File: config.mk
export PLATFORM = sky130hd
export DESIGN_NAME = host_port_access_sequencer
export DESIGN_NICKNAME = d
export VERILOG_FILES = /design/src/host_port_access_sequencer.v
export VERILOG_INCLUDE_DIRS = /design/src
export SDC_FILE = /design/constraint.sdc
export NUM_CORES = 1
export LEC_CHECK = 0
export BUFFER_PORTS_ARGS = -buffer_cell sky130_fd_sc_hd__buf_2
export CORE_UTILIZATION = 40
export CTS_BUF_LIST = sky130_fd_sc_hd__clkbuf_8
export CTS_CLUSTER_DIAMETER = 30
export DETAILED_ROUTE_END_ITERATION = 6
export PLACE_DENSITY = 0.71
export RECOVER_POWER = 100
export SYNTH_ARGS = -nofsm -noshare
export SYNTH_HDL_FRONTEND = slang
export SYNTH_SLANG_ARGS = --single-unit
File: constraint.sdc
create_clock -name i_clk -period 3.9 [get_ports i_clk]
set_input_delay 0.39 -clock i_clk [delete_from_list [all_inputs] [get_ports i_clk]]
set_output_delay 0.39 -clock i_clk [all_outputs]
set_load 0.03 [all_outputs]
File: src/hpa_seq_regs.vh
// Phase codes, count widths and limits for the host-port access sequencer
`ifndef HPA_SEQ_REGS_VH
`define HPA_SEQ_REGS_VH
`define PH_IDLE 6'h01
`define PH_ADDR 6'h02
`define PH_SETUP 6'h04
`define PH_STROBE 6'h08
`define PH_HOLD 6'h10
`define PH_RECOV 6'h20
`define PH_CNT_W 4
`define ADDR_CNT_MIN 4'h2
`define SETUP_CNT_MIN 4'h2
`define STROBE_CNT_MIN 4'h1
`define ADDR_RST 24'h000000
`define DATA_RST 16'h0000
`define CS_RST 8'h00
`endif

File: src/host_port_access_sequencer.v
// Host-port access sequencer for the sixteen-bit host-port expansion bus
// Summary of operation
// - Address driven with chip select; valid 4 to 64 clocks.
// - First data strobe starts 2 to 32 clocks after chip select.
// - First data strobe pulse lasts 1 to 16 clocks.
// - Write data valid 3 to 48 clocks before strobe rising edge.
// - Write data held 1 to 16 clocks after strobe rising edge.
// - Read data sampled 1 to 16 clocks after strobe falling edge.
// - Recovery gap of 2 to 17 clocks set by recovery count.
// - Host ready held keeps address or strobe phase going.
// - One shared active-low wait input for chip selects 0 to 7.
// - Wait in read strobe holds it while low and drops its count, then goes straight to hold.
// - Wait ignored outside the strobe phase of reads.
// - Chip selects 4 to 7 use ready lines 0 to 3.
// - Each ready input has software-selected polarity.
// - All phase counts are in expansion bus clocks.
`timescale 1ns/10ps
`include "hpa_seq_regs.vh"
module host_port_access_sequencer #(
  parameter AW = 24,
  parameter DW = 16
) (
  // Clock and reset
  input wire i_clk,
  input wire i_rst,
  // Phase configuration
  input wire [`PH_CNT_W-1:0] i_address_phase_count,
  input wire [`PH_CNT_W-1:0] i_setup_phase_count,
  input wire [`PH_CNT_W-1:0] i_strobe_phase_count,
  input wire [`PH_CNT_W-1:0] i_hold_phase_count,
  input wire [`PH_CNT_W-1:0] i_recovery_phase_count,
  input wire [7:0] i_sixteen_bit_host_port_mode,
  input wire [3:0] i_ready_active_high,
  // Request side
  input wire i_req_valid,
  output wire o_req_ready,
  input wire i_req_write,
  input wire [2:0] i_req_cs,
  input wire [AW-1:0] i_req_addr,
  input wire [DW-1:0] i_req_wdata,
  output reg o_rd_valid_ff,
  output reg [DW-1:0] o_rd_data_ff,
  output wire o_busy,
  output wire o_cfg_error,
  // Expansion bus pins
  output reg [7:0] o_cs_low_ff,
  output reg [AW-1:0] o_addr_ff,
  output reg o_host_data_strobe_one_low_ff,
  output reg o_write_low_ff,
  output reg [DW-1:0] o_data_out_ff,
  output reg o_data_oe_ff,
  input wire [DW-1:0] i_data_in,
  input wire i_shared_wait_low,
  input wire [3:0] i_per_select_ready
);

////////////////////////////////////////////////////////////////////////////////
// Pin synchronisers

reg [DW-1:0] data_s1_ff, data_s2_ff;
reg wait_s1_ff, wait_s2_ff;
reg [3:0] rdy_s1_ff, rdy_s2_ff;

always @(posedge i_clk) begin
  if (i_rst) begin
    data_s1_ff <= `DATA_RST;
    data_s2_ff <= `DATA_RST;
    wait_s1_ff <= 1'b1;
    wait_s2_ff <= 1'b1;
    rdy_s1_ff <= 4'h0;
    rdy_s2_ff <= 4'h0;
  end else begin
    data_s1_ff <= i_data_in;
    data_s2_ff <= data_s1_ff;
    wait_s1_ff <= i_shared_wait_low;
    wait_s2_ff <= wait_s1_ff;
    rdy_s1_ff <= i_per_select_ready;
    rdy_s2_ff <= rdy_s1_ff;
  end
end

////////////////////////////////////////////////////////////////////////////////
// Sequencer

localparam [5:0] S_IDLE = `PH_IDLE;
localparam [5:0] S_ADDR = `PH_ADDR;
localparam [5:0] S_SETUP = `PH_SETUP;
localparam [5:0] S_STROBE = `PH_STROBE;
localparam [5:0] S_HOLD = `PH_HOLD;
localparam [5:0] S_RECOV = `PH_RECOV;

reg [5:0] state_ff, nxt_state;
reg [`PH_CNT_W-1:0] cnt_ff, nxt_cnt;
reg write_ff;
reg [2:0] cs_ff;
wire [3:0] rdy_norm;
wire host_ready;
wire wait_on;

// Active-level ready, true while the peripheral is busy
assign rdy_norm = rdy_s2_ff ^ ~i_ready_active_high;
// Only selects 4..7 in host-port mode see a ready line
assign host_ready = cs_ff[2] & i_sixteen_bit_host_port_mode[cs_ff] &
                    rdy_norm[cs_ff[1:0]];
// Shared wait honoured only in a read strobe phase, any select 0..7
assign wait_on = ~wait_s2_ff & ~write_ff &
                 (state_ff == S_STROBE);

assign o_req_ready = (state_ff == S_IDLE);
assign o_busy = (state_ff != S_IDLE);
// Flags settings too short to catch a ready change
assign o_cfg_error = (i_address_phase_count < `ADDR_CNT_MIN) |
                     (i_setup_phase_count < `SETUP_CNT_MIN) |
                     (i_strobe_phase_count < `STROBE_CNT_MIN);

// Count each phase down from its programmed value; phase = count + 1
always @* begin
  nxt_state = state_ff;
  nxt_cnt = cnt_ff;
  case (state_ff)
    S_IDLE: begin
      if (i_req_valid) begin
        nxt_state = S_ADDR;
        nxt_cnt = i_address_phase_count;
      end
    end
    S_ADDR: begin
      if (cnt_ff != 0) begin
        nxt_cnt = cnt_ff - 1'b1;
      end else if (!host_ready) begin
        nxt_state = S_SETUP;
        nxt_cnt = i_setup_phase_count;
      end
    end
    S_SETUP: begin
      if (cnt_ff != 0) begin
        nxt_cnt = cnt_ff - 1'b1;
      end else begin
        nxt_state = S_STROBE;
        nxt_cnt = i_strobe_phase_count;
      end
    end
    S_STROBE: begin
      if (wait_on) begin
        nxt_cnt = {`PH_CNT_W{1'b0}};
      end else if (cnt_ff != 0 && !(~write_ff && ~wait_s2_ff)) begin
        nxt_cnt = cnt_ff - 1'b1;
      end else if (!host_ready) begin
        nxt_state = S_HOLD;
        nxt_cnt = i_hold_phase_count;
      end
    end
    S_HOLD: begin
      if (cnt_ff != 0) begin
        nxt_cnt = cnt_ff - 1'b1;
      end else begin
        nxt_state = S_RECOV;
        nxt_cnt = i_recovery_phase_count;
      end
    end
    S_RECOV: begin
      if (cnt_ff != 0) begin
        nxt_cnt = cnt_ff - 1'b1;
      end else begin
        nxt_state = S_IDLE;
      end
    end
    default: begin
      nxt_state = S_IDLE;
      nxt_cnt = {`PH_CNT_W{1'b0}};
    end
  endcase
end

// One-hot decode of the selected chip select
function [7:0] cs_dec;
  input [2:0] sel;
  begin
    cs_dec = 8'h01 << sel;
  end
endfunction

always @(posedge i_clk) begin
  if (i_rst) begin
    state_ff <= S_IDLE;
    cnt_ff <= {`PH_CNT_W{1'b0}};
    write_ff <= 1'b0;
    cs_ff <= 3'h0;
    o_cs_low_ff <= 8'hff;
    o_addr_ff <= `ADDR_RST;
    o_host_data_strobe_one_low_ff <= 1'b1;
    o_write_low_ff <= 1'b1;
    o_data_out_ff <= `DATA_RST;
    o_data_oe_ff <= 1'b0;
    o_rd_valid_ff <= 1'b0;
    o_rd_data_ff <= `DATA_RST;
  end else begin
    state_ff <= nxt_state;
    cnt_ff <= nxt_cnt;
    o_rd_valid_ff <= 1'b0;
    if (state_ff == S_IDLE && i_req_valid) begin
      write_ff <= i_req_write;
      cs_ff <= i_req_cs;
      // Address, select and write data all appear together
      o_cs_low_ff <= ~cs_dec(i_req_cs);
      o_addr_ff <= i_req_addr;
      o_write_low_ff <= ~i_req_write;
      o_data_out_ff <= i_req_wdata;
      o_data_oe_ff <= i_req_write;
    end
    if (nxt_state == S_STROBE) begin
      o_host_data_strobe_one_low_ff <= 1'b0;
    end else begin
      o_host_data_strobe_one_low_ff <= 1'b1;
    end
    // Read data captured as the strobe ends, per the strobe length
    if (state_ff == S_STROBE && nxt_state == S_HOLD && !write_ff) begin
      o_rd_valid_ff <= 1'b1;
      o_rd_data_ff <= data_s2_ff;
    end
    // Select, address and data stay through hold; select, write and data enable released in recovery, address kept
    if (state_ff == S_HOLD && nxt_state == S_RECOV) begin
      o_cs_low_ff <= 8'hff;
      o_write_low_ff <= 1'b1;
      o_data_oe_ff <= 1'b0;
    end
  end
end

endmodule

# --- Word level (Yosys, flattened, before mapping) ---
# Index checks and enable logic that the tools add are counted.
op_classes:
  n_addsub: 1
  div: 0
  shifts: 1
  bitwise_logic: 12
  mul: 0
  n_mux: 26
  eq_ne: 14
  reduce_logical: 11
  order_cmp: 5
op_table:
  columns: ["cell", "n"]
  rows:
  - ["$mux W6", 9]
  - ["$mux W4", 9]
  - ["$pmux W6 S6", 1]
  - ["$pmux W4 S6", 1]
  - ["$eq A6 B4 Y1 const B", 2]
  - ["$eq A6 B5 Y1 const B", 2]
  - ["$eq A6 B6 Y1 const B", 2]
  - ["$lt A4 B2 Y1 const B", 2]
  - ["$not A8 Y8", 1]
  - ["$shl A1 B3 Y8 const A", 1]
  - ["$eq A6 B1 Y1 const B", 1]
  - ["$eq A6 B2 Y1 const B", 1]
  - ["$eq A6 B3 Y1 const B", 1]
  - ["$logic_and A1 B1 Y1", 6]
  - ["$ne A6 B1 Y1 const B", 1]
  - ["$and A1 B1 Y1", 4]
  - ["$lt A3 B4 Y1 const B", 1]
  - ["$lt A4 B1 Y1 const B", 1]
  - ["$mux W1", 4]
  - ["$ne A2 B2 Y1 const B", 2]
  - ["$ne A4 B3 Y1 const B", 1]
  - ["$not A4 Y4", 1]
  - ["$reduce_and A4 Y1", 1]
  - ["$reduce_bool A4 Y1", 1]
  - ["10 further kinds", 14]
word_totals:
  word_cells: 88
  inputBits: 100
  output_inout_bits: 71
  mem_count: 0
  ram_bits: 0
  latch_bits: 0
  reg_bits: 124
  rom_bits: 0

# --- Depth between registers and ports, before layout ---
# Gate-level depths: netlist of run 1.
logic_depth:
  depth_word: 13
  mapped_depth: 9
  mapped_depth_nobuf: 8

# --- Least setup slack after synthesis of run 1 ---
# No wires, ideal clock.
synth_path:
  path_type: "reg-to-reg"
  startpoint: "register state_ff[0]"
  endpoint: "register o_addr_ff[15]"
  required_ps: 3768
  arrival_time_ps: 1860
  n_path_buf: 2
  period_less_slack_ps: 1992
  setup_ps: 132
  path_slack_ps: 1908
  path_stages_with_launch: 9
  path_cell_list: "dfxtp_1 nor4b_4 nand2_1 inv_2 nand2_1 buf_2 buf_1 nand2_1 a21oi_1"
synth_via:
  elab_chain_len: 2
synth_lines:
  columns: ["element", "line_no", "source"]
  rows:
  - ["start, declared", "host_port_access_sequencer.v:92", "reg [5:0] state_ff, nxt_state;"]
  - ["start signal, assigned", "host_port_access_sequencer.v:198", "state_ff <= nxt_state;"]
  - ["$eq A6 B1 Y1", null, null]
  - ["via o_req_ready", "host_port_access_sequencer.v:36", "output wire o_req_ready,"]
  - ["$logic_and A1 B1 Y1", "host_port_access_sequencer.v:201", "if (state_ff == S_IDLE && i_req_valid) begin"]
  - ["end signal, assigned", "host_port_access_sequencer.v:190", "o_addr_ff <= `ADDR_RST;"]
  - ["end signal, assigned", "host_port_access_sequencer.v:206", "o_addr_ff <= i_req_addr;"]
  - ["end, declared", "host_port_access_sequencer.v:47", "output reg [AW-1:0] o_addr_ff,"]
# The timed path passes the listed nets, and every way through them passes these cells.
# A chain may end at the register's enable or synchronous reset.

# --- Worst setup path after layout of run 1 ---
layout_path:
  startpoint: "register state_ff[0]"
  endpoint: "register o_data_out_ff[3]"
layout_via:
  elab_chain_len: 2
layout_lines:
  columns: ["element", "line_no", "source"]
  rows:
  - ["$eq A6 B1 Y1", "host_port_access_sequencer.v:201", null]
  - ["$logic_and A1 B1 Y1", "host_port_access_sequencer.v:201", null]
  - ["end signal, assigned", "host_port_access_sequencer.v:193", "o_data_out_ff <= `DATA_RST;"]
  - ["end signal, assigned", "host_port_access_sequencer.v:208", "o_data_out_ff <= i_req_wdata;"]
  - ["end, declared", "host_port_access_sequencer.v:50", "output reg [DW-1:0] o_data_out_ff,"]
# No other way between the ends.

==> results.json, run 1 <==
{
  "synth_area_leaders": "dfxtp_1 (53%), nand2_1 (8.6%), a21oi_1 (5.9%), nor2b_1 (5.9%), mux2i_1 (3.4%)",
  "violations": "capacitance limit, slew limit",
  "grt_pass1_wl_um": 18900,
  "holdPathEnd": "wait_s1_ff",
  "synthArstFlopShare": 0,
  "syn_nets": 621,
  "layout_worst_path_cycle_share": 0.736,
  "fin_area_um2": 5940,
  "diodes": 0,
  "ys_ff_latch": 124,
  "r2r_slack_ps": 1030,
  "fin_crit_ps": 2870,
  "grt_pass1_vias": 4138,
  "synth_area_um2": 4700,
  "routabilityCongestion": 0.891,
  "fill_cells": 1119,
  "io_buffers": 166,
  "clock_latency_ps": 430,
  "clock-sinks": 124,
  "yosysUniqueCellTypes": 57,
  "startpoint_type": "flop",
  "synth_compound_area_frac": 0.135,
  "initial_utilization": 0.412,
  "hp-start": "i_shared_wait_low",
  "die_y_um": 110,
  "maxSlewViolCount": 34,
  "setup_viol": 0,
  "fin_skew_ps": 8.80,
  "via_per_inst": 4.95,
  "htreeDepth": 4,
  "nets": 774,
  "crit_path_start": "state_ff[0]",
  "cp_max_fo": 35,
  "synth_top_family_by_area": "simple AND/OR/NAND/NOR gates",
  "hold_buffers": 0,
  "drt-initial-drc-count": 245,
  "num_vias": 4098,
  "rsz0062_at_grt": "no",
  "critPathKind": "flop to flop",
  "wl_um": 11200,
  "dpl.hpwl_um": 7920,
  "worstSetupEndpointType": "flop",
  "syn2layout_area_growth_pct": 26.5,
  "wl_per_cell_um": 13.5,
  "cts_setup_buffers": 0,
  "timing.rr.end": "o_data_out_ff[3]",
  "core_area_um2": 11400,
  "yosys_most_used_dff": "dfxtp_1",
  "dieArea_um2": 12200,
  "firstDrtPassIters": 4,
  "hold-path-cell-count": 2,
  "post_dp_cell_area_um2": 5580,
  "synth-xor-area-share": 0.00932,
  "yosys_warnings": 0,
  "cts_resized": 0,
  "status": "finished, violations left",
  "grt_usage": 0.193,
  "die_w_um": 110,
  "relSlewSlack": -0.0446,
  "clockBufferDepth": 2,
  "synth-simple-area-share": 0.238,
  "worst_pin_slew_ps": 1570,
  "r2r_cells": 5,
  "arrival_ps": 3210,
  "io_pins": 171,
  "clk_pin_slew_ps": 70,
  "cts_tree": "done",
  "dp.cells": 796,
  "layout-drive-gt1-share": 0.209,
  "power_density_nw_per_um2": 549,
  "grt_overflow": 0,
  "synthMuxAreaShare": 0.0460,
  "synthAdderAreaFrac": 0.00532,
  "hold_path_class": "input port to flop",
  "yosysSeqAreaShare": 0.528,
  "final_cells": 828,
  "grtUsageMet3": 0.0774,
  "antenna_found_initial": 0,
  "grt_use_met2": 0.315,
  "yosys.area.top_type": "dfxtp_1",
  "numCtsBuffers": 17,
  "grt_max_degree": 81,
  "synth-edff-count": 0,
  "gr-usage-met1": 0.215,
  "grt_busiest_layer": "met2",
  "hold_viol": 0,
  "cts_root_buf": "clkbuf_8",
  "fmax_mhz": 348,
  "ant_nets": 0,
  "cap_violations": 2,
  "p_leak_uw": 0.00251,
  "drc_errors": 0,
  "synth_top_area_share": 0.528,
  "rows": 39,
  "peakVddDrop_v": 0.000285,
  "required_ps": 4240,
  "r2r-start": "state_ff[0]",
  "synth_area_per_cell_um2": 9.06,
  "fin_tns_setup_ps": 0,
  "synthCells": 519
}
-- flip-flops by register name (all words and copies together) (netlist names), 6 cells and up --
name,flops
o_addr_ff,24
data_s1_ff,16
data_s2_ff,16
o_data_out_ff,16
o_rd_data_ff,16
o_cs_low_ff,8
state_ff,6
-- logic make-up (layout without fill, tap and decap cells) --
logic type | Yosys count | in the layout
muxes | 19 | 19
buffers and inverters | 40 | 206
AOI/OAI and AO/OA | 102 | 102
adders and majority gates | 2 | 2
and+or+nand+nor | 227 | 227
xor gates and xnor gates | 5 | 5
DFF | 124 | 124
-- how the worst max path moves through the flow --
stage                             end  slack (ps)
finish               o_data_out_ff[3]        1030
CTS                    o_cs_low_ff[4]        1490
global route        o_data_out_ff[11]         710
global placement       o_cs_low_ff[4]        1590
detailed placement     o_cs_low_ff[4]        1500
floorplan               o_addr_ff[15]        1910
-- metrics by stage --
stage           util  hold slack [ps]  setup slack (ps)  total power [uW]
2_1_floorplan      -              389              1910              1750
5_1_grt        0.521              121               714              3410
6_report       0.521              137              1030              3260
3_5_place_dp   0.489              397              1500              1900
4_1_cts        0.533             95.5              1490              3330
3_3_place_gp   0.489              396              1590              1890
-- metal layers --
layer | wire length [um] | vias up | share of wire
met2 | 5220 | 140 | 0.47
met5 | 0 | - | 0
met1 | 4840 | 1885 | 0.43
met3 | 889 | 19 | 0.080
li1 | - | 2054 | -
met4 | 215 | 0 | 0.019
-- Yosys cell counts (3+ instances only) --
master,number
a32o_1,3
buf_1,4
nor2_1,36
clkbuf_1,19
buf_2,10
dfxtp_1,124
a211oi_1,4
o21bai_1,3
nor2b_1,44
o21ai_0,5
inv_1,4
o21ai_1,9
nor3_1,7
nand3_1,4
a22oi_1,3
a221oi_1,3
nand2_1,108
o22a_1,4
and2_1,4
mux2i_1,16
xnor2_1,4
a21oi_1,55
-- where the power goes --
part           total, uW  switching [uW]  internal, uW  leakage, uW
logic                476             314           162      0.00124
clock network       1410             514           892     0.000248
registers           1380            41.2          1340      0.00102
-- worst max-delay path, stage by stage (launching register included) --
cell     delay [ps]
dfxtp_1         480
nor4b_1         490
and3_1         1140
buf_4           430
nand2_1          90
a21oi_1         140
-- layout make-up --
type                       count  area [um2]  share of cell area
sequential                   124        2480               0.418
inverter                       5        18.8             0.00316
multi-input combinational    355        2000               0.336
clock buffer                  17         234              0.0394
tap                          143         179              0.0301
timing repair buffer         169         763               0.128
clock inverter                15         269              0.0453
-- cells in the final DEF, fill, tap and decap left out, drive strengths merged, types with 3 or more instances in the layout --
| cell | netlist | layout |
|---|---|---|
| a21oi | 55 | 55 |
| nor2b | 44 | 44 |
| a221oi | 4 | 4 |
| buf | 16 | 98 |
| nand4 | 3 | 3 |
| clkinv | 0 | 3 |
| dfxtp | 124 | 124 |
| and2 | 4 | 4 |
| nor4 | 4 | 4 |
| o21bai | 3 | 3 |
| mux2i | 16 | 16 |
| o21ai | 14 | 14 |
| clkbuf | 19 | 88 |
| nand3 | 4 | 4 |
| a211oi | 4 | 4 |
| nand2 | 109 | 109 |
| nor2 | 38 | 38 |
| xnor2 | 4 | 4 |
| a22oi | 3 | 3 |
| o22a | 4 | 4 |
| nor3 | 8 | 8 |
| bufinv | 0 | 7 |
| a32o | 3 | 3 |
| inv | 5 | 8 |
| nor4b | 3 | 3 |
No activity file was read; power rests on OpenSTA's default activity.
==> run 2: changes to the inputs <==
--- a/config.mk
+++ b/config.mk
@@ -6,12 +6,13 @@
 export SDC_FILE = /design/constraint.sdc
 export NUM_CORES = 1
 export LEC_CHECK = 0
+export ABC_AREA = 1
 export BUFFER_PORTS_ARGS = -buffer_cell sky130_fd_sc_hd__buf_2
 export CORE_UTILIZATION = 40
 export CTS_BUF_LIST = sky130_fd_sc_hd__clkbuf_8
 export CTS_CLUSTER_DIAMETER = 30
 export DETAILED_ROUTE_END_ITERATION = 6
-export PLACE_DENSITY = 0.71
+export PLACE_DENSITY = 0.7
 export RECOVER_POWER = 100
 export SYNTH_ARGS = -nofsm -noshare
 export SYNTH_HDL_FRONTEND = slang
==> constraint.sdc (replaced) <==
create_clock -name i_clk -period 2.9 [get_ports i_clk]
set_input_delay 0.29 -clock i_clk [delete_from_list [all_inputs] [get_ports i_clk]]
set_output_delay 0.29 -clock i_clk [all_outputs]
set_load 0.03 [all_outputs]
==> results.json, run 2 <==
{
  "synth_top_area_share": 0.512,
  "clockBufferDepth": 2,
  "synth.most_common_cell": "nor2_1",
  "routabilityCongestion": 0.869,
  "yosys_most_used_dff": "dfxtp_1",
  "grt_pass1_vias": 4033,
  "synthCells": 646,
  "fmax_mhz": 455,
  "hold_buffers": 0,
  "io_pins": 171,
  "fin_area_um2": 6080,
  "dieArea_um2": 12600,
  "grt_pass1_wl_um": 18200,
  "finalWorstSetupSlack_ps": 700,
  "violations": "DRC",
  "critPathKind": "flop to primary output",
  "r2r-start": "cnt_ff[0]",
  "layout-drive-gt1-share": 0.184,
  "firstDrtPassIters": 7,
  "total_power_uw": 4280,
  "initial_utilization": 0.418,
  "status": "finished, violations left",
  "rows": 39,
  "nets": 911,
  "multiInputGateArea_um2": 1840,
  "place_ws_ps": 960,
  "cts_tree": "done",
  "wl_um": 10900,
  "htreeDepth": 4,
  "clock_latency_ps": 430,
  "layout_worst_path_cycle_share": 0.759,
  "num_vias": 4438,
  "fill_cells": 1208,
  "syn_nets": 748,
  "setup_viol": 0,
  "rsz0062_at_grt": "no",
  "yosysSeqAreaShare": 0.512,
  "numCtsBuffers": 17,
  "largest_register_ffs": 24,
  "fin_skew_ps": 7.08,
  "cts_setup_buffers": 0,
  "drc_errors": 9,
  "grt_max_degree": 52,
  "wl_per_cell_um": 11.3,
  "required_ps": 2610,
  "ys_ff_latch": 124,
  "yosysUniqueCellTypes": 38,
  "diodes": 0,
  "largest-register": "o_addr_ff",
  "synthArstFlopShare": 0,
  "core_area_um2": 11600,
  "yosys_warnings": 0,
  "dpl.hpwl_um": 7670,
  "yosys.area.top_type": "dfxtp_1",
  "grt_usage": 0.181,
  "post_dp_cell_area_um2": 5760,
  "antenna_found_initial": 0,
  "worstSetupEndpointType": "primary output",
  "r2r_slack_ps": 740,
  "startpoint_type": "flop",
  "power_density_nw_per_um2": 703,
  "grt_overflow": 0,
  "critical_path.endpoint": "o_req_ready",
  "fin_crit_ps": 2200,
  "synthTopCellsByCount": "nor2_1 (156), dfxtp_1 (124), inv_1 (91)",
  "dp.cells": 933,
  "cap_violations": 0,
  "p_leak_uw": 0.00279,
  "die_w_um": 112,
  "fin_tns_setup_ps": 0,
  "io_buffers": 166,
  "cts_root_buf": "clkbuf_8",
  "synth-edff-count": 0,
  "peakVddDrop_v": 0.000406,
  "ant_nets": 0,
  "relSlewSlack": 0.0900,
  "synth_area_um2": 4850,
  "synth_area_per_cell_um2": 7.51,
  "synth_area_leaders": "dfxtp_1 (51%), nor2_1 (12%), inv_1 (7.0%), o21ai_0 (6.9%), nand2_1 (5.0%)",
  "r2r_cells": 11,
  "maxSlewViolCount": 0,
  "arrival_ps": 1910,
  "final_common_cell": "nor2_1",
  "drt-initial-drc-count": 262,
  "clk_pin_slew_ps": 70,
  "hold_viol": 0,
  "seqCellArea_um2": 2480,
  "via_per_inst": 4.60,
  "worst_pin_slew_ps": 1360,
  "clock-sinks": 124,
  "timing.rr.end": "o_rd_data_ff[0]",
  "cp_max_fo": 6,
  "die_y_um": 112,
  "hold_path_class": "input port to flop",
  "final_cells": 965,
  "crit_path_start": "state_ff[4]",
  "cts_resized": 0,
  "syn2layout_area_growth_pct": 25.3,
  "layout_common_cells": "nor2_1 (157), dfxtp_1 (124), inv_1 (94), buf_2 (94), clkbuf_1 (73)"
}
-- run 2: changes by cell type in the layout (fill, tap and decap cells not counted), sizes merged, moves of 25 or more --
cell,previous run,this run
nand2,109,69
nor2,38,161
a21oi,55,30
o21ai,14,74
inv,8,97
nand3,4,39
nor2b,44,0
-- run 2: area by class of cell --
cell class,instances,area share
clock buffer,21,0.0475
clock inverter,11,0.0233
inverter,94,0.0580
multi-input combinational,398,0.302
sequential,124,0.408
tap,143,0.0294
timing repair buffer,174,0.131
-- run 2: layer usage --
metal / GRT usage / part of all wire
met3: 0.0653 / 0.063
met5: 0 / 0
met1: 0.223 / 0.46
met4: 0.0764 / 0.018
met2: 0.288 / 0.45
-- run 2: worst min-delay path by stage --
stage | to | slack, ps | cells after the start | start
finish | data_s1_ff[7] | 50 | 3 | i_data_in[7]
global route | data_s1_ff[5] | 30 | 3 | i_data_in[5]
CTS | data_s1_ff[2] | 20 | 3 | i_data_in[2]
detailed placement | wait_s2_ff | 390 | 1 | wait_s1_ff
global placement | data_s2_ff[2] | 390 | 2 | data_s1_ff[2]
floorplan | data_s2_ff[0] | 390 | 2 | data_s1_ff[0]
-- run 2: cell families (layout without fill, tap and decap cells) --
logic type,Yosys count,count (layout),synth area share
buffers and inverters,124,300,0.105
adders and majority gates,2,2,0.00516
DFF,124,124,0.512
xor gates and xnor gates,3,3,0.00542
and+or+nand+nor,280,280,0.249
AOI/OAI and AO/OA,113,113,0.124
-- run 2: critical path, cell delays in order, from the launching register on --
cell and delay [ps]:
dfxtp_1 360, nor2_1 260, nand4_1 320, inv_1 210
clkbuf_1 330
-- run 2: metrics by stage --
| step | hold slack, ps | utilization |
|---|---|---|
| after floorplan | 388 | - |
| after global placement | 390 | 0.496 |
| after detailed placement | 394 | 0.496 |
| after CTS | 18.9 | 0.533 |
| after global routing | 25.2 | 0.523 |
| final | 53.6 | 0.523 |
-- run 2: power by group --
group	leakage [uW]	total, uW	switching (uW)	internal, uW
clock network	0.000225	1600	666	938
logic	0.00154	781	548	233
registers	0.00102	1890	58.9	1830
total	0.00279	4280	1270	3000
==> run 3: changes to the inputs <==
==> constraint.sdc (replaced) <==
create_clock -name i_clk -period 2.1 [get_ports i_clk]
set_input_delay 0.21 -clock i_clk [delete_from_list [all_inputs] [get_ports i_clk]]
set_output_delay 0.21 -clock i_clk [all_outputs]
set_load 0.03 [all_outputs]
==> results.json, run 3 (synthesized netlist as in run 2, its figures left out) <==
{
  "fill_cells": 1166,
  "syn2layout_area_growth_pct": 33.1,
  "seqCellArea_um2": 2480,
  "cts_setup_buffers": 0,
  "io_pins": 171,
  "rsz0062_at_grt": "no",
  "grt_pass1_vias": 4259,
  "core_area_um2": 11600,
  "grt_overflow": 0,
  "worstSetupEndpointType": "flop",
  "critPathKind": "flop to flop",
  "firstDrtPassIters": 7,
  "nets": 949,
  "cap_violations": 0,
  "layout-drive-gt1-share": 0.185,
  "critical_path.endpoint": "o_addr_ff[20]",
  "clock_latency_ps": 420,
  "grt_pass1_wl_um": 19200,
  "gr-usage-met1": 0.224,
  "required_ps": 2410,
  "drt-initial-drc-count": 268,
  "hold_viol": 0,
  "layout_worst_path_cycle_share": 0.895,
  "ant_nets": 0,
  "grtUsageMet3": 0.0686,
  "initial_utilization": 0.418,
  "fin_tns_setup_ps": 0,
  "numCtsBuffers": 17,
  "grt_max_degree": 51,
  "grt_use_met2": 0.324,
  "cts_tree": "done",
  "diodes": 0,
  "critPathMaxStageDelay_ps": 350,
  "arrival_ps": 2190,
  "startpoint_type": "flop",
  "p_sw_uw": 1770,
  "worst_pin_slew_ps": 946,
  "r2r_slack_ps": 220,
  "layout_common_cells": "nor2_1 (155), dfxtp_1 (124), inv_1 (94), buf_2 (94), clkbuf_1 (73)",
  "fmax_mhz": 532,
  "antenna_found_initial": 0,
  "cp_max_fo": 50,
  "routabilityCongestion": 0.875,
  "fin_skew_ps": 11.6,
  "dpl.hpwl_um": 7700,
  "swShare": 0.306,
  "clk_pin_slew_ps": 70,
  "via_per_inst": 4.64,
  "status": "finished, violations left",
  "path_cells": "nor2_2 > nand4_2 > inv_2 > nand2_2 > clkbuf_4 > o21ai_0 > nor2_1",
  "path_delay_family": "simple AND/OR/NAND/NOR gates",
  "crit_path_start": "state_ff[5]",
  "grt_busiest_layer": "met2",
  "num_vias": 4649,
  "clock-sinks": 124,
  "die_w_um": 112,
  "violations": "DRC",
  "wl_um": 11500,
  "multiInputGateArea_um2": 1860,
  "rows": 39,
  "peakVddDrop_v": 0.000501,
  "io_buffers": 166,
  "dieArea_um2": 12600,
  "drc_errors": 9,
  "p_clk_frac": 0.345,
  "largest_register_ffs": 24,
  "setup_viol": 0,
  "final_common_cell": "nor2_1",
  "finalWorstSetupSlack_ps": 221,
  "cts_resized": 0,
  "p_leak_uw": 0.00294,
  "htreeDepth": 4,
  "cts_root_buf": "clkbuf_8",
  "hold_buffers": 35,
  "timing.rr.end": "o_addr_ff[20]",
  "final_cells": 1003,
  "hold_path_class": "input port to flop",
  "crit_slowest_cell": "dfxtp_1",
  "p_comb_frac": 0.203,
  "largest-register": "o_addr_ff",
  "relSlewSlack": 0.369,
  "r2r-start": "state_ff[5]",
  "cp.depth": 7,
  "clockBufferDepth": 2,
  "dp.cells": 936,
  "die_y_um": 112,
  "p_int_uw": 4010,
  "maxSlewViolCount": 0,
  "r2r_cells": 7,
  "power_density_nw_per_um2": 896,
  "wl_per_cell_um": 11.5,
  "path_buf_inv": 2,
  "grt_usage": 0.192,
  "place_ws_ps": 309,
  "fin_crit_ps": 1880,
  "seqPwrFrac": 0.452
}
-- run 3: per-layer routing --
layer | vias up | routed length, um
met5 | - | 0
met4 | 0 | 121
met3 | 11 | 682
met2 | 132 | 5610
met1 | 2088 | 5120
li1 | 2418 | -
-- run 3: power by group through the flow --
stage | registers [uW] | clock network (uW) | logic (uW)
finish | 2610 | 2000 | 1180
global route | 2640 | 2180 | 1310
CTS | 2610 | 2060 | 1220
detailed placement | 2660 | 0 | 1160
global placement | 2660 | 0 | 1150
floorplan | 2880 | 0 | 574
-- run 3: area by class of cell --
type	count	share of cell area
clock inverters	10	0.0138
multi-input cells	398	0.288
repair buffers	212	0.185
inverters	94	0.0546
flip-flops and latches	124	0.384
well taps	143	0.0277
clock buffers	22	0.0469
-- run 3: worst reg2reg max path, delay by kind of cell (launching register included) --
family                 cells  cell delay (ps)
AND/OR/NAND/NOR            4              610
buffers and inverters      2              480
flip-flops                 1              350
AO/OA/AOI/OAI              1              330
-- run 3: worst min-delay path by stage --
stage                       from               end  depth (start not counted)
5_1_grt           i_req_wdata[9]  o_data_out_ff[9]                          3
6_report          i_req_addr[12]     o_addr_ff[12]                          3
3_5_place_dp      data_s1_ff[15]    data_s2_ff[15]                          2
2_1_floorplan  i_shared_wait_low        wait_s1_ff                          1
3_3_place_gp      data_s1_ff[10]    data_s2_ff[10]                          2
4_1_cts            i_req_addr[1]      o_addr_ff[1]                          3
-- run 3: metrics by stage --
step	hold WS [ps]	util	instance area (um2)	power, uW
finish	42.2	0.556	6460	5790
global route	12.7	0.556	6460	6120
CTS	1.87	0.564	6550	5890
detailed placement	392	0.500	5810	3820
global placement	390	0.500	5810	3810
floorplan	314	-	4850	3460
